--- config.mk ---
export PLATFORM = sky130hd
export DESIGN_NAME = scl_strap_config_latch
export DESIGN_NICKNAME = d
export VERILOG_FILES = /design/src/logic/scl_pkg.sv /design/src/logic/scl_cfg_if.sv /design/src/logic/scl_strap_capture.sv /design/src/logic/scl_strap_config_latch.sv
export VERILOG_INCLUDE_DIRS = /design/src /design/src/logic
export SDC_FILE = /design/constraint.sdc
export NUM_CORES = 1
export LEC_CHECK = 0
export ABC_AREA = 1
export BUFFER_PORTS_ARGS = -buffer_cell sky130_fd_sc_hd__buf_2
export CAP_MARGIN = 20
export CORE_AREA = 2 2 55 83
export DETAILED_ROUTE_END_ITERATION = 12
export DIE_AREA = 0 0 57 85
export GPL_ROUTABILITY_DRIVEN = 0
export GPL_TIMING_DRIVEN = 1
export PLACE_DENSITY = 0.74
export SLEW_MARGIN = 5
export SYNTH_ARGS = -nofsm -noshare
export SYNTH_HDL_FRONTEND = slang
export SYNTH_SLANG_ARGS = --single-unit
export TNS_END_PERCENT = 20
--- constraint.sdc ---
create_clock -name i_clk_sys -period 2.6 [get_ports i_clk_sys]
set_input_delay 0.26 -clock i_clk_sys [delete_from_list [all_inputs] [get_ports i_clk_sys]]
set_output_delay 0.26 -clock i_clk_sys [all_outputs]
set_load 0.01 [all_outputs]
--- src/logic/scl_defines.svh ---
// Constants for the strap configuration latch: codes, field positions, map
`ifndef SCL_DEFINES_SVH
`define SCL_DEFINES_SVH

`define SCL_MODE_W          4
`define SCL_ADDR_W          5
`define SCL_ADDR_LO_W       3
`define SCL_ADDR_HI_ZERO    2'h0

`define SCL_MODE_NAND       4'h4
`define SCL_MODE_PWRDN      4'h7
`define SCL_MODE_1000FD     4'hc
`define SCL_MODE_1000       4'hd
`define SCL_MODE_NO1000HD   4'he
`define SCL_MODE_ALL        4'hf

`define SCL_BUS_AW          4
`define SCL_BUS_DW          32
`define SCL_OFS_CFG         4'h0
`define SCL_OFS_ADV         4'h4
`define SCL_OFS_CTRL        4'h8

`define SCL_CFG_MODE_LSB    0
`define SCL_CFG_REFCLK_BIT  4
`define SCL_CFG_LED_BIT     5
`define SCL_CFG_ADDR_LSB    8
`define SCL_CFG_VALID_BIT   16
`define SCL_CTRL_HOLD_BIT   0

`define SCL_CTRL_RST        1'h0
`define SCL_WORD_RST        32'h0000_0000
`define SCL_BIT_RST         1'h0

`endif

--- src/logic/scl_pkg.sv ---
// Types and advertisement decode for the strap configuration latch
`include "scl_defines.svh"

package scl_pkg;

   typedef enum logic {SCL_ST_ARMED, SCL_ST_HELD} scl_cap_state_e;

   // First field is the most significant bit of the packed word
   typedef struct packed {
      logic reserved;
      logic nand_tree;
      logic power_down;
      logic rgmii;
      logic a1000fd;
      logic a1000hd;
      logic a100fd;
      logic a100hd;
      logic a10fd;
      logic a10hd;
   } scl_adv_s;

   typedef struct packed {
      logic [`SCL_MODE_W-1:0]    mode;
      logic                      ref_clk;
      logic                      led_single;
      logic [`SCL_ADDR_LO_W-1:0] addr;
      scl_adv_s                  adv;
   } scl_cfg_s;

   function automatic scl_adv_s scl_adv_decode(input logic [`SCL_MODE_W-1:0] m);
      scl_adv_s a;
      a = '0;
      case (m)
         `SCL_MODE_1000FD:
         begin
            a.rgmii   = 1'b1;
            a.a1000fd = 1'b1;
         end
         `SCL_MODE_1000:
         begin
            a.rgmii   = 1'b1;
            a.a1000fd = 1'b1;
            a.a1000hd = 1'b1;
         end
         `SCL_MODE_NO1000HD:
         begin
            a         = '1;
            a.a1000hd = 1'b0;
            a.power_down = 1'b0;
            a.nand_tree  = 1'b0;
            a.reserved   = 1'b0;
         end
         `SCL_MODE_ALL:
         begin
            a            = '1;
            a.power_down = 1'b0;
            a.nand_tree  = 1'b0;
            a.reserved   = 1'b0;
         end
         `SCL_MODE_PWRDN: a.power_down = 1'b1;
         `SCL_MODE_NAND:  a.nand_tree  = 1'b1;
         default:         a.reserved   = 1'b1;
      endcase
      return a;
   endfunction

endpackage

--- src/logic/scl_cfg_if.sv ---
// Carrier for the captured configuration between capture unit and top
`timescale 1ns/1ps

interface scl_cfg_if;
   import scl_pkg::*;
   scl_cfg_s cap;
   logic     valid;
   modport src (output cap, output valid);
   modport dst (input cap, input valid);
endinterface

--- src/logic/scl_strap_capture.sv ---
// Strap capture unit: samples the straps once on release of reset
`timescale 1ns/1ps
`include "scl_defines.svh"

module scl_strap_capture
   import scl_pkg::*;
(
   input  wire logic                      i_clk_sys,               // System clock
   input  wire logic                      i_rst,                   // Sync reset, high
   input  wire logic [`SCL_MODE_W-1:0]    i_op_select_strap,       // Operating select
   input  wire logic                      i_ref_clock_out_strap,   // Ref clock enable
   input  wire logic                      i_indicator_style_strap, // LED style
   input  wire logic [`SCL_ADDR_LO_W-1:0] i_station_address_strap, // Address low bits
   scl_cfg_if.src                         cfg                      // Captured config
);

   scl_cap_state_e state_q;
   scl_cap_state_e state_d;
   scl_cfg_s       cap_q;
   scl_cfg_s       cap_d;
   logic           valid_q;

   // Reset cannot load pin levels, so the sample is taken on the first edge after release
   assign cap_d.mode       = i_op_select_strap;                  // [RQ5]
   assign cap_d.ref_clk    = i_ref_clock_out_strap;              // [RQ3]
   assign cap_d.led_single = i_indicator_style_strap;            // [RQ4]
   assign cap_d.addr       = i_station_address_strap;            // [RQ8]
   assign cap_d.adv        = scl_adv_decode(i_op_select_strap);  // [RQ1] [RQ2] [RQ7]

   always_comb
   begin
      case (state_q)
         SCL_ST_ARMED: state_d = SCL_ST_HELD;
         SCL_ST_HELD:  state_d = SCL_ST_HELD;
         default:      state_d = SCL_ST_ARMED;
      endcase
   end

   always_ff @(posedge i_clk_sys)
   begin
      if (i_rst)
      begin
         state_q <= SCL_ST_ARMED;
         cap_q   <= '0;
         valid_q <= `SCL_BIT_RST;
      end
      else
      begin
         state_q <= state_d;
         if (state_q == SCL_ST_ARMED)
         begin
            cap_q   <= cap_d;     // [RQ9]
            valid_q <= 1'b1;
         end
      end
   end

   assign cfg.cap   = cap_q;
   assign cfg.valid = valid_q;

endmodule

--- src/logic/scl_strap_config_latch.sv ---
// Strap configuration latch top: capture, decoded outputs, Avalon-MM registers
//
// Functional notes
// RQ1: Code 1100 advertises 1000Base-T full duplex only, 1101 full and half, both RGMII.
// RQ2: Code 1110 advertises all 10/100/1000 abilities but 1000 half, 1111 all, RGMII.
// RQ3: The ref clock strap, taken at reset, turns the 125 MHz clock output on when high.
// RQ4: The LED style strap, taken at reset, selects single LED when high, dual when low.
// RQ5: All straps are captured only at power-up or reset and then used as configuration.
// RQ6: Boards whose MAC may drive shared strap pins during reset should add pull resistors.
// RQ7: Code 0111 selects power-down, 0100 the NAND tree test, other low codes are reserved.
// RQ8: The three address straps give address bits 2:0, and bits 4:3 are forced to zero.
// RQ9: Captured values are registered on reset release and held until the next reset.
`timescale 1ns/1ps
`include "scl_defines.svh"

module scl_strap_config_latch
   import scl_pkg::*;
(
   input  wire logic                      i_clk_sys,               // 100 MHz clock
   input  wire logic                      i_rst,                   // Sync reset, high
   input  wire logic [`SCL_MODE_W-1:0]    i_op_select_strap,       // Operating select
   input  wire logic                      i_ref_clock_out_strap,   // Ref clock strap
   input  wire logic                      i_indicator_style_strap, // LED style strap
   input  wire logic [`SCL_ADDR_LO_W-1:0] i_station_address_strap, // Address straps
   input  wire logic [`SCL_BUS_AW-1:0]    i_avs_address,           // Byte address
   input  wire logic                      i_avs_read,              // Read request
   input  wire logic                      i_avs_write,             // Write request
   input  wire logic [`SCL_BUS_DW-1:0]    i_avs_writedata,         // Write data
   input  wire logic [3:0]                i_avs_byteenable,        // Byte lanes
   output logic      [`SCL_BUS_DW-1:0]    o_avs_readdata,          // Read data
   output logic                           o_avs_waitrequest,       // Stall
   output logic                           o_cfg_valid,             // Config captured
   output logic      [`SCL_MODE_W-1:0]    o_op_select,             // Captured code
   output logic                           o_rgmii_mode,            // RGMII operation
   output logic                           o_power_down,            // Chip power-down
   output logic                           o_nand_tree_test,        // NAND tree test
   output logic                           o_reserved_mode,         // Unused code
   output logic                           o_adv_10_hd,             // Advertise 10 half
   output logic                           o_adv_10_fd,             // Advertise 10 full
   output logic                           o_adv_100_hd,            // Advertise 100 half
   output logic                           o_adv_100_fd,            // Advertise 100 full
   output logic                           o_adv_1000_hd,           // Advertise 1000 half
   output logic                           o_adv_1000_fd,           // Advertise 1000 full
   output logic                           o_ref_clock_out_pin_en,  // 125 MHz out on
   output logic                           o_single_indicator_style_strap,       // 1 single, 0 dual
   output logic      [`SCL_ADDR_W-1:0]    o_station_address        // Station address
);

   scl_cfg_if cfg ();

   scl_strap_capture u_capture (
      .i_clk_sys               (i_clk_sys),
      .i_rst                   (i_rst),
      .i_op_select_strap       (i_op_select_strap),
      .i_ref_clock_out_strap   (i_ref_clock_out_strap),
      .i_indicator_style_strap (i_indicator_style_strap),
      .i_station_address_strap (i_station_address_strap),
      .cfg                     (cfg.src)
   );

   // Captured configuration straight from the capture flops
   assign o_cfg_valid       = cfg.valid;
   assign o_op_select       = cfg.cap.mode;
   assign o_rgmii_mode      = cfg.cap.adv.rgmii;        // [RQ1] [RQ2]
   assign o_power_down      = cfg.cap.adv.power_down;   // [RQ7]
   assign o_nand_tree_test  = cfg.cap.adv.nand_tree;    // [RQ7]
   assign o_reserved_mode   = cfg.cap.adv.reserved;
   assign o_adv_10_hd       = cfg.cap.adv.a10hd;        // [RQ2]
   assign o_adv_10_fd       = cfg.cap.adv.a10fd;
   assign o_adv_100_hd      = cfg.cap.adv.a100hd;
   assign o_adv_100_fd      = cfg.cap.adv.a100fd;
   assign o_adv_1000_hd     = cfg.cap.adv.a1000hd;      // [RQ1]
   assign o_adv_1000_fd     = cfg.cap.adv.a1000fd;
   assign o_single_indicator_style_strap = cfg.cap.led_single;       // [RQ4]
   assign o_station_address = {`SCL_ADDR_HI_ZERO, cfg.cap.addr};  // [RQ8]

   // Register bus: one wait cycle per access, answer on the following edge
   logic                   ack_q;
   logic                   ctrl_hold_q;
   logic                   ref_en_q;
   logic [`SCL_BUS_DW-1:0] rdata_q;

   wire                    req      = i_avs_read | i_avs_write;
   wire                    first    = req & ~ack_q;
   wire                    take     = req & ack_q;
   wire                    hit_cfg  = (i_avs_address == `SCL_OFS_CFG);
   wire                    hit_adv  = (i_avs_address == `SCL_OFS_ADV);
   wire                    hit_ctrl = (i_avs_address == `SCL_OFS_CTRL);
   wire                    ctrl_we  = take & i_avs_write & hit_ctrl & i_avs_byteenable[0];
   wire                    ref_en_d = cfg.cap.ref_clk & cfg.valid & ~ctrl_hold_q;

   wire [`SCL_BUS_DW-1:0]  cfg_word =
      (`SCL_BUS_DW'(cfg.cap.mode)       << `SCL_CFG_MODE_LSB)   |
      (`SCL_BUS_DW'(cfg.cap.ref_clk)    << `SCL_CFG_REFCLK_BIT) |
      (`SCL_BUS_DW'(cfg.cap.led_single) << `SCL_CFG_LED_BIT)    |
      (`SCL_BUS_DW'(o_station_address)  << `SCL_CFG_ADDR_LSB)   |
      (`SCL_BUS_DW'(cfg.valid)          << `SCL_CFG_VALID_BIT);
   wire [`SCL_BUS_DW-1:0]  adv_word  = `SCL_BUS_DW'(cfg.cap.adv);
   wire [`SCL_BUS_DW-1:0]  ctrl_word = `SCL_BUS_DW'(ctrl_hold_q) << `SCL_CTRL_HOLD_BIT;

   // Unmapped offsets read as zero and swallow writes
   wire [`SCL_BUS_DW-1:0]  rd_mux =
      hit_cfg  ? cfg_word  :
      hit_adv  ? adv_word  :
      hit_ctrl ? ctrl_word : `SCL_WORD_RST;

   assign o_avs_waitrequest      = first;
   assign o_avs_readdata         = rdata_q;
   assign o_ref_clock_out_pin_en = ref_en_q;

   always_ff @(posedge i_clk_sys)
   begin
      if (i_rst)
         ack_q <= `SCL_BIT_RST;
      else
         ack_q <= first;
   end

   always_ff @(posedge i_clk_sys)
   begin
      if (i_rst)
         rdata_q <= `SCL_WORD_RST;
      else if (first & i_avs_read)
         rdata_q <= rd_mux;
   end

   // Software may hold the clock output off; it cannot turn on a strapped-off clock
   always_ff @(posedge i_clk_sys)
   begin
      if (i_rst)
         ctrl_hold_q <= `SCL_CTRL_RST;
      else if (ctrl_we)
         ctrl_hold_q <= i_avs_writedata[`SCL_CTRL_HOLD_BIT];
   end

   always_ff @(posedge i_clk_sys)
   begin
      if (i_rst)
         ref_en_q <= `SCL_BIT_RST;
      else
         ref_en_q <= ref_en_d;   // [RQ3]
   end
endmodule

**Yosys cells after proc, flatten, opt, wreduce, memory -nomap -nowiden**

Cells that the tools add are included.

- Equality and inequality tests: 8
- Multiplexer cells: 10
- Bitwise logic cells: 15
- Reduce and logical (&&, ||, !) cells: 5

Operators with widths:

| cell | count |
|---|---|
| $eq A4 B4 Y1 const B | 5 |
| $mux W17 | 1 |
| $or A11 B17 Y17 | 1 |
| $eq A4 B3 Y1 const B | 3 |
| $or A6 B11 Y11 | 1 |
| $mux W10 | 1 |
| $and A1 B1 Y1 | 8 |
| $mux W1 | 6 |
| $or A5 B6 Y6 | 1 |
| $reduce_or A6 Y1 | 1 |
| $or A4 B5 Y5 | 1 |
| $logic_not A4 Y1 | 1 |
| $mux W4 | 1 |
| $reduce_or A2 Y1 | 2 |
| $reduce_or A4 Y1 | 1 |
| $mux W2 | 1 |
| $not A1 Y1 | 2 |
| $or A1 B1 Y1 | 1 |

- Register bits: 56
- Input port bits: 53
- Output and inout bits: 55
- Word-level logic and storage cells: 58

**Logic depth before layout (Yosys ltp)**

Gate-level depths: netlist of the first run.

- Depth in word-level cells: 5
- Depth in mapped cells: 8
- Gate-level depth less buffers: 7

**Hierarchy**

From an unflattened synthesis of the first run, not the netlist that was laid out.

- Cell total of the unflattened synthesis: 215
- Area, all modules: 1529.0 µm²

Modules (own cells, without submodules):

| module | instances | cells an instance | area an instance (µm²) | sequential area each (µm²) |
|---|---|---|---|---|
| scl_strap_config_latch | 1 | 137 | 898.4 | 300.3 |
| scl_strap_capture | 1 | 78 | 630.6 | 340.3 |

**Worst setup path after synthesis of the first run**

OpenSTA, ideal clock, no wires.

- Path type: flip-flop to flip-flop
- Start: reg ack_q
- End: reg rdata_q[1] (netlist: o_avs_readdata[1])
- Setup time: 113 ps
- Arrival: 865 ps
- Required time: 2487 ps
- Path slack: 1622 ps
- Cell stages (with the launch flop): 8
- Path buffers: 1
- Period minus slack after synthesis: 978 ps
- Path through: dfxtp_1 inv_2 nand2_4 inv_4 buf_8 nand2_2 o21ai_1 inv_1

- Word-level cells in the longest chain between the ends: 3

Ends and longest elaborated chain:

| what | RTL line | RTL |
|---|---|---|
| start, declared | scl_strap_config_latch.sv:78 | `logic ack_q;` |
| start signal, assigned | scl_strap_config_latch.sv:114 | `` ack_q <= `SCL_BIT_RST; `` |
| start signal, assigned | scl_strap_config_latch.sv:116 | `ack_q <= first;` |
| $not A1 Y1 | scl_strap_config_latch.sv:84 | `wire first = req & ~ack_q;` |
| $and A1 B1 Y1 | scl_strap_config_latch.sv:84 |  |
| $and A1 B1 Y1 | scl_strap_config_latch.sv:123 | `else if (first & i_avs_read)` |
| end signal, assigned | scl_strap_config_latch.sv:122 | `` rdata_q <= `SCL_WORD_RST; `` |
| end signal, assigned | scl_strap_config_latch.sv:124 | `rdata_q <= rd_mux;` |
| end, declared | scl_strap_config_latch.sv:81 | `` logic [`SCL_BUS_DW-1:0] rdata_q; `` |

No other way between the ends.
A chain may end at the register's enable or synchronous reset.

==> flow_summary.ini, run 1 <==
[run_status]
status = complete, no violations

[synth]
synth_top_area_share_pct = 39.9
synthesis.area_um2 = 1610
synth_top_family_by_area = simple AND/OR/NAND/NOR gates
avgSynthCellArea_um2 = 7.30
synthAdderAreaFrac_pct = 0
synth_compound_area_share_pct = 8.96
yosys_warnings = 0
seq_area_frac_synth_pct = 39.9
synthCells = 220
synth_area_leaders = dfxtp_1, buf_4, nor2_1, nand2_1, a21oi_1
synth_xor_area_share_pct = 0
synthMuxAreaShare_pct = 0
synth-simple-area-share_pct = 28.2
synth_cell_types = 23
ys_ff_latch = 32
synth_area_leader_cell = dfxtp_1

[die]
die_y_um = 85
io_pins = 108
core_um2 = 4140
initial_core_util_pct = 38.8
design.die.area_um2 = 4850
core.rowCount = 29
die_w_um = 57

[routing]
drtIter0Drc = 27
drc = 0
drtPass1Iterations = 4
drtAntennaViolNets = 0
wl_mm = 3.36
vias_per_cell = 4.58
num_vias = 1406
wl_per_cell_um = 11.0

[setup_path]
max_stage_delay_ns = 0.62
crit_chain = inv_1 -> nand2_1 -> nand3b_1 -> a21oi_1
crit_cells = 4
critPathRequiredTime_ns = 2.75
worstPathMaxFanout = 15
cp_slowest_cell = dfxtp_1
timing.rr.end = u_capture.cfg.cap[9]
reg2reg_from = u_capture.state_q
critPathBufInv = 1
rrSetupSlack_ns = 1.14
cp.arrival_ns = 1.62
worst_setup_path_end_kind = register
path_class = register to register
start_kind = register
r2r_cells = 4
startpoint = u_capture.state_q
critPathCapture = u_capture.cfg.cap[9]
crit_family = flip-flops

[grt]
antenna_found_initial = 0
grt-ovfl-total = 0
grt_pass1_vias = 1266
grt_max_degree = 21
grt_pass1_wl_mm = 5.63
grt_util_all_layers_pct = 15.0

[power]
p_per_area_nw_per_um2 = 605
vdd_drop_max_mv = 0.307
leakagePower_nw = 0.918

[cts]
cts_resized = 0
clk_transition_reported_paths_ns = 0.06
numCtsBuffers = 5
clock-root-buffer = clkbuf_8
clk_path_buf_depth = 2
post_cts_buffers = 0
h-tree-depth = 2
cts_tree = done
cts_hold_buf = 0
cts.sinks = 32
clkLatencyLatePin_ns = 0.28

[placement]
placed_cells = 299
hpwl_mm = 2.58
portBuffers = 51

[timing]
finalSetupTns_ns = 0
clock_skew_ns = 0.00625
hold_slack_ns = 0.215
fmax_ghz = 0.683
drv_slew = 0
setup_viol_count_final = 0
rsz0062_at_grt = no
hold_violations = 0
period_needed_ns = 1.46
finalCritPeriodShare_pct = 56.3

[finish]
layout-drive-gt1-share_pct = 28.4
final_cell_mix = buf_2, nor2_1, nand2_1
finalNetCount = 313
instances_no_fill = 307
synthToLayoutAreaGrowth_pct = 12.1
postLayoutCoreUtil_pct = 43.5
final_common_cell = buf_2
antenna_cells = 0

[worst_hold_path]
hold_class = input pin to register

[run]
maxCapViolCount = 0
## worst min path at each step
stage	startpoint	to	slack, ns	cells past startpoint
6_report	i_indicator_style_strap	u_capture.cfg.cap[13]	0.22	3
5_1_grt	i_indicator_style_strap	u_capture.cfg.cap[13]	0.22	3
4_1_cts	i_indicator_style_strap	u_capture.cfg.cap[13]	0.21	3
3_5_place_dp	ctrl_hold_q	o_ref_clock_out_pin_en	0.45	1
3_3_place_gp	ctrl_hold_q	o_ref_clock_out_pin_en	0.44	1
2_1_floorplan	i_op_select_strap[0]	u_capture.cfg.cap[15]	0.40	2
## final cells by class
class                           count  area (um^2)
Clock buffer                        8         90.1
Fill cell                         459         2340
Inverter                           20         77.6
Multi-Input combinational cell    150          679
Sequential cell                    32          641
Tap cell                           46         57.6
Timing Repair Buffer               51          255
## routing by layer
layer	vias up	share of wire, %	global-route usage, %
met2	54	52	26.5
met5	-	0	0
met1	634	38	15.3
met3	7	7.6	4.42
met4	0	2.6	8.46
li1	711	-	-
## tightest hold or removal path, delay by kind of cell
kind | cells | cell delay, ns
simple gates | 1 | 0.07
buf+inv | 1 | 0.07
compound gates | 1 | 0.06
## where the power goes
group          total [mW]  switching (mW)  internal, mW
Clock               0.395           0.179         0.216
Sequential          0.538          0.0208         0.517
Combinational       0.157           0.101        0.0560
## cells in the mapped netlist
library cell / instances
inv_2: 2
buf_8: 1
nor2_2: 7
a21oi_1: 13
nand2_4: 1
nor3_1: 3
inv_1: 17
nand3_1: 11
nand3_2: 1
o21ai_1: 5
nand4_1: 2
nand3b_1: 1
buf_2: 5
a21oi_2: 1
dfxtp_1: 32
nor2_1: 36
buf_4: 33
inv_4: 1
o21ai_0: 9
nand2_1: 34
nor2_4: 2
nand2_2: 2
conb_1: 1
## through the flow
step           total power [mW]  area, um^2  setup WS (ns)
2_1_floorplan             0.686        1690           1.62
3_3_place_gp              0.704        1710           1.17
3_5_place_dp              0.707        1710           1.15
4_1_cts                    1.10        1800           1.14
5_1_grt                    1.15        1800           1.01
6_report                   1.09        1800           1.14
## logic make-up (layout without fill, tap and decap cells)
family | after synthesis | in the layout
buffers and inverters | 59 | 79
AO/OA/AOI/OAI | 28 | 28
flip-flops | 32 | 32
other | 1 | 22
AND/OR/NAND/NOR | 100 | 100
## state kept, by name, summed over array words and instances (netlist names)
| register | count |
|---|---|
| u_capture.cfg.cap | 15 |
| o_ref_clock_out_pin_en | 1 |
| u_capture.cfg.valid | 1 |
| ctrl_hold_q | 1 |
| ack_q | 1 |
| u_capture.state_q | 1 |
| o_avs_readdata | 12 |
No activity file was read; power rests on OpenSTA's default activity.
==> inputs of run 2 (changes only) <==
Settings changed: ABC_AREA 1 to 0, CORE_AREA 2 2 55 83 to 2 2 54 81, DIE_AREA 0 0 57 85 to 0 0 56 83, PLACE_DENSITY 0.74 to 0.75.
Clock period 2.6 ns to 1.42 ns, I/O delays scaled along.
==> run 2 against run 1 <==
  * Count of clock-buffer cells in the layout decreased by 3
  * Sequential power increased by 77%
  * Register-to-register slack got worse by 0.88 ns
  * Core utilization increased by 1.8 points
  * Clock power increased by 82%
  * Hold slack got worse by 0.13 ns
  * Total power increased by 74%
  * Synthesized cell count decreased by 26%
  * Sequential share of layout area increased by 0.48 points
  * First-iteration DRC count increased by 11%
  * Die area decreased by 4.1%
  * Critical path depth decreased by 1
  * Critical path type unchanged
  * Largest power group unchanged
  * Highest routed layer unchanged
==> flow_summary.ini, run 2 <==
[run_status]
status = complete, no violations

[finish]
final_common_cell = buf_2
layout-drive-gt1-share_pct = 33.2
multiInputGateArea_um2 = 661
synthToLayoutAreaGrowth_pct = 17.4
largest_reg_flops = 15
antenna_cells = 0
finalNetCount = 263
final_cell_mix = buf_2, dfxtp_1, conb_1
seq_area_um2 = 641
stdcell_area_um2 = 1780
nFillCells = 412
postLayoutCoreUtil_pct = 45.3

[die]
io_pins = 108
die_y_um = 83
design.die.area_um2 = 4650
core.rowCount = 28
initial_core_util_pct = 38.6
die_w_um = 56
core_um2 = 3920

[power]
p_clk_share_pct = 37.8
vdd_drop_max_mv = 0.638
p_switching_uw = 536
leakagePower_nw = 0.832
seqPwrFrac_pct = 50.2
p_per_area_nw_per_um2 = 1070
p_comb_share_pct = 11.9
switching_share_pct = 28.2
p_int_mw = 1.36

[grt]
met1_usage_pct = 15.4
use_met3_pct = 4.67
grt_util_all_layers_pct = 14.1
grt_max_degree = 15
busiest_layer = met2
grt-ovfl-total = 0
antenna_found_initial = 0
grt_pass1_wl_mm = 5.12
grt_util_met2_pct = 23.7
grt_pass1_vias = 1117

[synth]
synth_area_leaders = dfxtp_1, buf_4, mux2i_1, nor2_1, a21oi_1
async_reset_ff_share_pct = 0
avgSynthCellArea_um2 = 9.29
synthesis.area_um2 = 1510
yosys-top-cells-count = buf_4, dfxtp_1, nor2_1
seq_area_frac_synth_pct = 42.3
synth_edf_count = 0
synthCells = 163
yosys_warnings = 0
synth_cell_types = 32
synthMostInstantiatedCell = buf_4
synth-main-ff-cell = dfxtp_1
synth_top_area_share_pct = 42.3
ys_ff_latch = 32
synth_area_leader_cell = dfxtp_1

[cts]
cts_resized = 0
clk_path_buf_depth = 2
h-tree-depth = 2
cts.sinks = 32
clock-root-buffer = clkbuf_8
numCtsBuffers = 5
cts_tree = done
clk_transition_reported_paths_ns = 0.07
cts_hold_buf = 0
clkLatencyLatePin_ns = 0.29
post_cts_buffers = 0

[setup_path]
rrSetupSlack_ns = 0.26
path_class = register to register
worstPathMaxFanout = 12
worst_setup_path_end_kind = register
start_kind = register
critPathRequiredTime_ns = 1.60
cp.arrival_ns = 1.34

[timing]
period_needed_ns = 1.16
clock_skew_ns = 0.00966
drv_slew = 0
finalSetupTns_ns = 0
finalCritPeriodShare_pct = 81.8
setup_viol_count_final = 0
hold_violations = 0
rsz0062_at_grt = no
fmax_ghz = 0.861

[placement]
dpl_cell_area_um2 = 1680
portBuffers = 51
hpwl_mm = 2.46

[routing]
drtPass1Iterations = 4
drtAntennaViolNets = 0
wl_mm = 3.23
wl_per_cell_um = 12.6
drc = 0
num_vias = 1222
vias_per_cell = 4.77
drtIter0Drc = 30

[worst_hold_path]
hold_class = input pin to register

[run]
maxCapViolCount = 0
-- run 2: changes by cell type after synthesis, moves of 7 or more --
cell | previous run | this run
inv_1 | 17 | 5
mux2i_1 | 0 | 9
o21ai_0 | 9 | 2
nor2_2 | 7 | 0
nand2_1 | 34 | 8
nor2_1 | 36 | 16
-- run 2: cells by family (layout without fill, tap and decap cells) --
family | Yosys count | in the layout | share of synthesized area (%)
AO/OA/AOI/OAI | 31 | 31 | 14.5
buffers and inverters | 44 | 71 | 19.3
other | 1 | 22 | 0.248
AND/OR/NAND/NOR | 45 | 45 | 17.1
XOR/XNOR | 1 | 1 | 0.579
flip-flops | 32 | 32 | 42.3
multiplexers | 9 | 9 | 5.95
-- run 2: worst max-delay path: stages (launching register included) --
cell and delay, ns:
dfxtp_1 0.58, buf_4 0.24, mux2i_1 0.18, nor2_1 0.05
-- run 2: metrics by stage --
| step | power [mW] | setup slack (ns) | instances | hold WS [ns] |
|---|---|---|---|---|
| floorplan | 1.16 | 0.326 | 184 | 0.286 |
| global placement | 1.20 | 0.275 | 248 | 0.377 |
| detailed placement | 1.20 | 0.268 | 248 | 0.380 |
| CTS | 1.92 | 0.255 | 256 | 0.0744 |
| global route | 1.99 | 0.185 | 256 | 0.101 |
| finish | 1.90 | 0.259 | 256 | 0.0836 |
-- run 2: area by class of cell --
type / count / share of cell area, %
Clock buffer: 5 / 3.87
Clock inverter: 3 / 1.34
Inverter: 5 / 1.06
Multi-Input combinational cell: 108 / 37.2
Sequential cell: 32 / 36.1
Tap cell: 45 / 3.17
Timing Repair Buffer: 58 / 17.3
-- run 2: path summary, 6_finish.rpt --
path | start | to | depth (start not counted)
worst min-delay path | i_indicator_style_strap | u_capture.cfg.cap[13] | 3
worst max-delay path | u_capture.state_q | u_capture.cfg.cap[10] | 3
worst max register to register | u_capture.state_q | u_capture.cfg.cap[10] | 3
worst min register to register | o_avs_readdata[10] | o_avs_readdata[10] | 2
-- run 2: per-layer routing --
layer / routed length [um] / share of wire (%) / vias to the layer above
li1: - / - / 603
met2: 1640 / 51 / 52
met5: 0 / 0 / -
met1: 1300 / 40 / 561
met3: 228 / 7.1 / 6
met4: 63 / 2.0 / 0
-- run 2: power groups by stage --
stage,sequential (mW),combinational [mW],clock [mW]
after floorplan,0.969,0.192,0
after global placement,0.973,0.225,0
after detailed placement,0.974,0.227,0
after CTS,0.953,0.228,0.735
after global routing,0.957,0.247,0.782
final,0.953,0.226,0.718
